<file path="src/rtl/rpu_map.svh">
// Register offsets, field positions and reset values of the ROM patch unit
//
// Operation
// Enable bits 0..5 arm slots one to six
// Enabled slot hit substitutes its replacement byte
// Disabled slot never substitutes, ROM passes through
// Enable bits 7 and 6 unimplemented, ignored
// Replacement data registers normally write-only
// Read-open bit makes replacement data readable
// Address, enable, read-open registers plain read/write
// Data writes always ordinary; reads gated
// Controller writes high, low, then data
// Controller enables slots after programming them
// Controller clears enable before changing slots
// Low address register compared with low byte; the comparator matches it against address bits 7..0
// Loader programs slots before user code
// External patch memory uses SPI-compatible protocol; the unit has no external memory, replacement bytes sit in slot registers
// High address register holds address bits 15..8
// Read-open register bits 5..0, upper unused
// Reset clears enable and read-open registers
`ifndef RPU_MAP_SVH
`define RPU_MAP_SVH

// Device registers on the internal bus
`define RPU_SLOT_BASE      16'h0C80
`define RPU_SLOT_STRIDE    16'h0003
`define RPU_OFS_ADDR_HIGH  16'h0000
`define RPU_OFS_ADDR_LOW   16'h0001
`define RPU_OFS_DATA       16'h0002
`define RPU_ENABLE_ADDR    16'h0077
`define RPU_READ_OPEN_ADDR 16'h0078
`define RPU_ENABLE_RST     8'h00
`define RPU_READ_OPEN_RST  8'h00
`define RPU_SLOT_MAX       6

// Controller registers on APB
`define RPU_APB_CMD_ADDR   12'h000
`define RPU_APB_CMD_WDATA  12'h004
`define RPU_APB_CMD_CTRL   12'h008
`define RPU_APB_STATUS     12'h00C
`define RPU_CTRL_WRITE_BIT 0
`define RPU_CTRL_READ_BIT  1
`define RPU_STAT_BUSY_BIT  0
`define RPU_STAT_RDATA_LSB 8

`endif

</file>
<file path="src/rtl/rpu_pkg.sv">
// Types shared by the ROM patch unit and its controller
package rpu_pkg;
  typedef logic [15:0] rpu_addr_t;
  typedef logic [7:0]  rpu_byte_t;
  typedef enum logic [1:0] {
    RPU_IDLE  = 2'b00,
    RPU_ISSUE = 2'b01,
    RPU_WAIT  = 2'b10
  } rpu_state_e;
endpackage

</file>
<file path="src/rtl/rpu_if.sv">
// Internal bus between the controlling CPU side and the ROM patch unit
`timescale 1ns/100ps
interface rpu_if;
  logic        req;
  logic        we;
  logic [15:0] addr;
  logic [7:0]  wdata;
  logic        ack;
  logic [7:0]  rdata;
  modport dev (input req, input we, input addr, input wdata, output ack, output rdata);
  modport ctl (output req, output we, output addr, output wdata, input ack, input rdata);
endinterface

</file>
<file path="src/rtl/rpu_slot.sv">
// One patch slot: high and low match address, replacement byte, comparator
`timescale 1ns/100ps
`include "rpu_map.svh"
module rpu_slot
  import rpu_pkg::*;
(
  input  wire logic      core_clk,
  input  wire logic      srst,
  input  wire logic      wr_high,
  input  wire logic      wr_low,
  input  wire logic      wr_data,
  input  wire rpu_byte_t wdata,
  input  wire logic      slot_enable,
  input  wire rpu_addr_t rom_addr,
  output rpu_byte_t      addr_high,
  output rpu_byte_t      addr_low,
  output rpu_byte_t      data,
  output logic           hit
);
  rpu_byte_t high_ff;
  rpu_byte_t low_ff;
  rpu_byte_t data_ff;

  // Data writes are accepted regardless of read-open state
  always_ff @(posedge core_clk) begin
    if (srst) begin
      high_ff <= 8'h00;
      low_ff  <= 8'h00;
      data_ff <= 8'h00;
    end else begin
      if (wr_high) high_ff <= wdata;
      if (wr_low) low_ff <= wdata;
      if (wr_data) data_ff <= wdata;
    end
  end

  assign addr_high = high_ff;
  assign addr_low  = low_ff;
  assign data      = data_ff;
  assign hit       = slot_enable && ({high_ff, low_ff} == rom_addr);
endmodule // rpu_slot

</file>
<file path="src/rtl/rpu_device.sv">
// ROM patch unit: slot registers on the internal bus and fetch substitution
//
// The implementer's own choices: the register addresses and the APB slave port.
`timescale 1ns/100ps
`include "rpu_map.svh"
module rpu_device
  import rpu_pkg::*;
#(
  parameter int SLOTS = `RPU_SLOT_MAX
)(
  input  wire logic      core_clk,
  input  wire logic      srst,
  rpu_if.dev             bus,
  input  wire logic      rom_rd,
  input  wire rpu_addr_t rom_addr,
  input  wire rpu_byte_t rom_rdata,
  output rpu_byte_t      fetch_data,
  output logic           fetch_valid,
  output logic           fetch_patched
);
  if (SLOTS < 1 || SLOTS > `RPU_SLOT_MAX) begin : g_bad_slots
    $error("rpu_device: SLOTS must be 1..6");
  end

  logic [7:0]      patch_slot_enable_ff;
  logic [7:0]      patch_data_read_open_ff;
  logic            ack_ff;
  rpu_byte_t       rdata_ff;
  rpu_byte_t       fetch_data_ff;
  logic            fetch_valid_ff;
  logic            fetch_patched_ff;

  logic [SLOTS-1:0] hit;
  logic [SLOTS-1:0] rd_sel;
  rpu_byte_t        rd_val [SLOTS];
  rpu_byte_t        slot_dat [SLOTS];

  wire bus_wr    = bus.req && bus.we;
  wire sel_en    = bus.addr == `RPU_ENABLE_ADDR;
  wire sel_open  = bus.addr == `RPU_READ_OPEN_ADDR;

  for (genvar i = 0; i < SLOTS; i++) begin : g_slot
    localparam rpu_addr_t BASE = 16'(`RPU_SLOT_BASE + `RPU_SLOT_STRIDE * i);
    wire sel_hi  = bus.addr == 16'(BASE + `RPU_OFS_ADDR_HIGH);
    wire sel_lo  = bus.addr == 16'(BASE + `RPU_OFS_ADDR_LOW);
    wire sel_dat = bus.addr == 16'(BASE + `RPU_OFS_DATA);
    rpu_byte_t hi_q;
    rpu_byte_t lo_q;

    rpu_slot u_slot (
      .core_clk    (core_clk),
      .srst        (srst),
      .wr_high     (bus_wr && sel_hi),
      .wr_low      (bus_wr && sel_lo),
      .wr_data     (bus_wr && sel_dat),
      .wdata       (bus.wdata),
      .slot_enable (patch_slot_enable_ff[i]),
      .rom_addr    (rom_addr),
      .addr_high   (hi_q),
      .addr_low    (lo_q),
      .data        (slot_dat[i]),
      .hit         (hit[i])
    );

    // Replacement byte is readable only while its read-open bit is set
    wire dat_open = sel_dat && patch_data_read_open_ff[i];
    assign rd_sel[i] = sel_hi || sel_lo || dat_open;
    assign rd_val[i] = sel_hi ? hi_q : (sel_lo ? lo_q : slot_dat[i]);
  end

  // Unused enable and read-open bits, unopened data and unmapped addresses read 0
  rpu_byte_t rd_mux;
  always_comb begin
    rd_mux = 8'h00;
    if (sel_en) rd_mux = {2'b00, patch_slot_enable_ff[5:0]};
    if (sel_open) rd_mux = {2'b00, patch_data_read_open_ff[5:0]};
    for (int k = 0; k < SLOTS; k++) begin
      if (rd_sel[k]) rd_mux = rd_val[k];
    end
  end

  // Lowest numbered slot wins if software programs two slots alike
  rpu_byte_t sub_data;
  always_comb begin
    sub_data = rom_rdata;
    for (int k = SLOTS - 1; k >= 0; k--) begin
      if (hit[k]) sub_data = slot_dat[k];
    end
  end

  always_ff @(posedge core_clk) begin
    if (srst) begin
      patch_slot_enable_ff    <= `RPU_ENABLE_RST;
      patch_data_read_open_ff <= `RPU_READ_OPEN_RST;
      ack_ff                  <= 1'b0;
      rdata_ff                <= 8'h00;
    end else begin
      if (bus_wr && sel_en) patch_slot_enable_ff <= {2'b00, bus.wdata[5:0]};
      if (bus_wr && sel_open) patch_data_read_open_ff <= {2'b00, bus.wdata[5:0]};
      ack_ff   <= bus.req;
      rdata_ff <= bus.req && !bus.we ? rd_mux : 8'h00;
    end
  end

  always_ff @(posedge core_clk) begin
    if (srst) begin
      fetch_data_ff    <= 8'h00;
      fetch_valid_ff   <= 1'b0;
      fetch_patched_ff <= 1'b0;
    end else begin
      fetch_valid_ff   <= rom_rd;
      fetch_data_ff    <= rom_rd ? sub_data : 8'h00;
      fetch_patched_ff <= rom_rd && (hit != '0);
    end
  end

  assign bus.ack       = ack_ff;
  assign bus.rdata     = rdata_ff;
  assign fetch_data    = fetch_data_ff;
  assign fetch_valid   = fetch_valid_ff;
  assign fetch_patched = fetch_patched_ff;
endmodule // rpu_device

</file>
<file path="src/flat_wrapper.sv">
// flat-port wrapper written by rule: the top's interface ports become plain ports
module rpu_device_flat import rpu_pkg::*;
#(
  parameter int SLOTS = `RPU_SLOT_MAX
)
  (core_clk, srst, rom_rd, rom_addr, rom_rdata, fetch_data, fetch_valid, fetch_patched, bus_req, bus_we, bus_addr, bus_wdata, bus_ack, bus_rdata);
  rpu_if bus_i ();
  input  wire logic core_clk;
  input  wire logic srst;
  input  wire logic rom_rd;
  input  wire rpu_addr_t rom_addr;
  input  wire rpu_byte_t rom_rdata;
  output rpu_byte_t fetch_data;
  output logic fetch_valid;
  output logic fetch_patched;
  input wire logic [$bits(bus_i.req)-1:0] bus_req;
  input wire logic [$bits(bus_i.we)-1:0] bus_we;
  input wire logic [$bits(bus_i.addr)-1:0] bus_addr;
  input wire logic [$bits(bus_i.wdata)-1:0] bus_wdata;
  output wire logic [$bits(bus_i.ack)-1:0] bus_ack;
  output wire logic [$bits(bus_i.rdata)-1:0] bus_rdata;
  assign bus_i.req = bus_req;
  assign bus_i.we = bus_we;
  assign bus_i.addr = bus_addr;
  assign bus_i.wdata = bus_wdata;
  assign bus_ack = bus_i.ack;
  assign bus_rdata = bus_i.rdata;
  rpu_device #(.SLOTS(SLOTS)) u_core (.core_clk(core_clk), .srst(srst), .bus(bus_i), .rom_rd(rom_rd), .rom_addr(rom_addr), .rom_rdata(rom_rdata), .fetch_data(fetch_data), .fetch_valid(fetch_valid), .fetch_patched(fetch_patched));
endmodule
</file>
<file path="config.mk">
export PLATFORM = sky130hd
export DESIGN_NAME = rpu_device_flat
export DESIGN_NICKNAME = d
export VERILOG_FILES = /design/src/rtl/rpu_pkg.sv /design/src/rtl/rpu_if.sv /design/src/rtl/rpu_slot.sv /design/src/rtl/rpu_device.sv /design/src/flat_wrapper.sv
export VERILOG_INCLUDE_DIRS = /design/src /design/src/rtl
export SDC_FILE = /design/constraint.sdc
export NUM_CORES = 1
export LEC_CHECK = 0
export ABC_CLOCK_PERIOD_IN_PS = 3500
export BUFFER_PORTS_ARGS = -buffer_cell sky130_fd_sc_hd__buf_2
export CORE_MARGIN = 10
export CORE_UTILIZATION = 61
export CTS_CLUSTER_SIZE = 8
export DETAILED_ROUTE_END_ITERATION = 16
export PLACE_DENSITY = 0.88
export SYNTH_ARGS = -nofsm -noshare
export SYNTH_HDL_FRONTEND = slang
export SYNTH_SLANG_ARGS = --single-unit
</file>
<file path="constraint.sdc">
create_clock -name core_clk -period 3.5 [get_ports core_clk]
set_input_delay 0.525 -clock core_clk [delete_from_list [all_inputs] [get_ports core_clk]]
set_output_delay 0.525 -clock core_clk [all_outputs]
set_load 0.005 [all_outputs]
</file>
==> flow_summary_export.csv <==
group,metric,value,unit
status,status,"completed",
placement,dp_slack,0.381,ns
global_routing,grt_pass1_wl,55800,µm
setup_path,crit_path_max_fanout,8,
placement,dp.cells,1384,
synth,syn_area_per_cell,7.99,µm²
layout,nets,1268,
synth,synthCells,1169,
layout,area_delta_synth_final,12.8,%
synth,synth_ff_type,"dfxtp_1",
layout,final_cell_mix,"nand2_1, dfxtp_1, a21oi_1",
setup_path,r2r_slack,0.66,ns
run,drv_cap,0,
layout,drive_above_1_share,0.148,
min_path,worst_hold_path.endpoint,"u_core.bus.ack",
timing,fin_skew,0.00835,ns
timing,setup-violations-final,0,
global_routing,overflow,0,
setup_path,start_kind,"register",
layout,final_common_cell,"nand2_1",
synth,ys_seq_area_frac,0.375,
placement,io_buffers,71,
floorplanning,start_util,0.619,
synth,synth_async_sr_flop_share,0,
clock_tree,cts_made_buffers,17,
layout,final_area,10500,µm²
global_routing,antenna_found_initial,0,
timing,hold_viol_final,0,
routing,via_per_inst,6.82,
synth,synth_cell_type_count,62,
layout,seq_area,3500,µm²
floorplanning,row_count,45,
synth,synth_nets,1222,
clock_tree,htreeDepth,4,
synth,yosys_warnings,0,
layout,fin_util,0.698,
power_and_ir_drop,p_per_area,421,nW/µm²
routing,highest_layer,"met4",
timing,grt_setup_unrepaired,"false",
floorplanning,core,15100,µm²
placement,gp_congestion,1.09,
setup_path,rr_worst_depth,7,
timing,tightestPinTransition,0.762,ns
timing,finalSetupTns,0,ns
setup_path,arrival,3.11,ns
setup_path,critical_path_class,"register to register",
timing,holdWs,0.387,ns
layout,n_fill_cell,1210,
timing,fmax,0.353,GHz
routing,wl_met3,5530,µm
min_path,hp-class,"input pin to register",
timing,slew_viol_final,0,
clock_tree,clk_path_buf_depth,2,
synth,synth_edf_count,0,
clock_tree,clkSinkCount,175,
power_and_ir_drop,vdd_drop_max,0.344,mV
routing,wl_met1,13900,µm
routing,vias,9644,
clock_tree,cts_hold_buf,0,
min_path,min_path_cells,2,
clock_tree,cts_root_buf,"clkbuf_16",
routing,routedWlPerCell,26.9,µm
routing,route.detailed.drc,0,
global_routing,grt_max_degree,157,
layout,diodes,0,
layout,multi_input_area,5470,µm²
routing,met2_length,16200,µm
clock_tree,cts_resized,0,
setup_path,reg2reg_from,"u_core.g_slot[5].u_slot.addr_high[6]",
timing,finalCritPeriodShare,0.810,
clock_tree,cts_setup_buffers,0,
routing,drtAntennaViolNets,0,
floorplanning,io_pins,72,
timing,fin_crit,2.84,ns
timing,relSlewSlack,0.492,
synth,synth_seq_cells,175,
setup_path,crit_path_end_kind,"register",
clock_tree,path_clk_slew,0.07,ns
layout,final_cells,1414,
synth,yosysTopAreaCellShare,0.375,
floorplanning,dieArea,20700,µm²
power_and_ir_drop,p_leak,3.49,nW
placement,placed_area,9900,µm²
min_path,hp-start,"srst",
routing,dr.pass1.iters,8,
clock_tree,clk_latency,0.44,ns
floorplanning,die_height,144,µm
clock_tree,cts_tree,"done",
synth,netlist_area,9340,µm²
timing,fin_ws,0.664,ns
placement,place_hpwl,26600,µm
synth,yosysTopAreaCell,"dfxtp_1",
floorplanning,dieWidth,144,µm
setup_path,r2r-end,"u_core.fetch_data[4]",
routing,drt-total-wl,38000,µm
routing,drt_iter0_drc,1727,
setup_path,critPathRequiredTime,3.78,ns
global_routing,grt_pass1_vias,8987,
synth,synth_area_leaders,"dfxtp_1, nand2_1, mux2i_1, a21oi_1, xnor2_1",
power_and_ir_drop,power,4.43,mW
global_routing,track_usage,0.366,
## cells by family after synthesis
family / synth area share
buffers and inverters: 0.0398
flip-flops: 0.375
AND/OR/NAND/NOR: 0.248
AO/OA/AOI/OAI: 0.146
XOR/XNOR: 0.0901
multiplexers: 0.101
## final cells by class
type / instances / share of cell area
Multi-Input combinational cell: 903 / 0.519
Sequential cell: 175 / 0.333
Clock buffer: 19 / 0.0430
Clock inverter: 11 / 0.0170
Inverter: 9 / 0.00321
Timing Repair Buffer: 109 / 0.0623
Tap cell: 188 / 0.0223
## critical path: stages (launching register included)
cell      delay (ns)
dfxtp_1         0.37
xor2_1          0.18
nor4_1          0.27
nand2_1         0.15
nor4_4          0.59
mux2_2          0.41
o211ai_1        0.51
a211oi_1        0.19
## state kept, by name, indices dropped and copies added, names as in the netlist, 6 cells and up
name / count
u_core.patch_slot_enable_ff: 6
u_core.patch_data_read_open_ff: 6
u_core.g_slot.u_slot.data: 48
u_core.fetch_data: 8
u_core.g_slot.u_slot.addr_high: 48
u_core.g_slot.u_slot.addr_low: 48
u_core.bus.rdata: 8
## report_power, final
part | leakage (nW) | switching, mW | internal, mW
clock | 0.308 | 0.858 | 1.24
sequential | 1.41 | 0.00141 | 1.99
combinational | 1.78 | 0.245 | 0.0967
## synthesized netlist by cell type (all sizes together), types with 2 or more instances
master   count
nand4b       3
nand2      262
nand4       18
o21ai       14
nor4        21
dfxtp      175
nor4b        4
mux2i       77
o211ai      13
a221oi      15
inv          9
clkbuf      60
nand2b      12
and3         8
buf         22
o2111ai      4
o221ai       2
a21oi      136
xor2        20
or4          4
xnor2       76
a211oi       8
a22oi       12
mux4         3
mux2         9
a31oi        4
nor2b        8
nand3       33
a22o         2
or2         12
nor3         9
nor2        79
and2        10
o22ai        9
## layer usage
metal  global-route usage  up-vias
li1                     -     4134
met1                0.459     4435
met2                0.550      850
met3                0.121      225
met4                0.185        0
met5                    0        -
## how the worst max path moves through the flow
stage                                         start                                end  cells after the start
2_1_floorplan                          bus_addr[13]  u_core.patch_data_read_open_ff[0]                      8
3_3_place_gp                           bus_addr[13]  u_core.patch_data_read_open_ff[4]                      7
3_5_place_dp                           bus_addr[13]  u_core.patch_data_read_open_ff[5]                      7
4_1_cts                                bus_addr[13]  u_core.patch_data_read_open_ff[4]                      7
5_1_grt        u_core.g_slot[5].u_slot.addr_high[6]               u_core.fetch_data[0]                      7
6_report       u_core.g_slot[5].u_slot.addr_high[6]               u_core.fetch_data[4]                      7
Note: power is estimated with default switching activity, not from simulation.
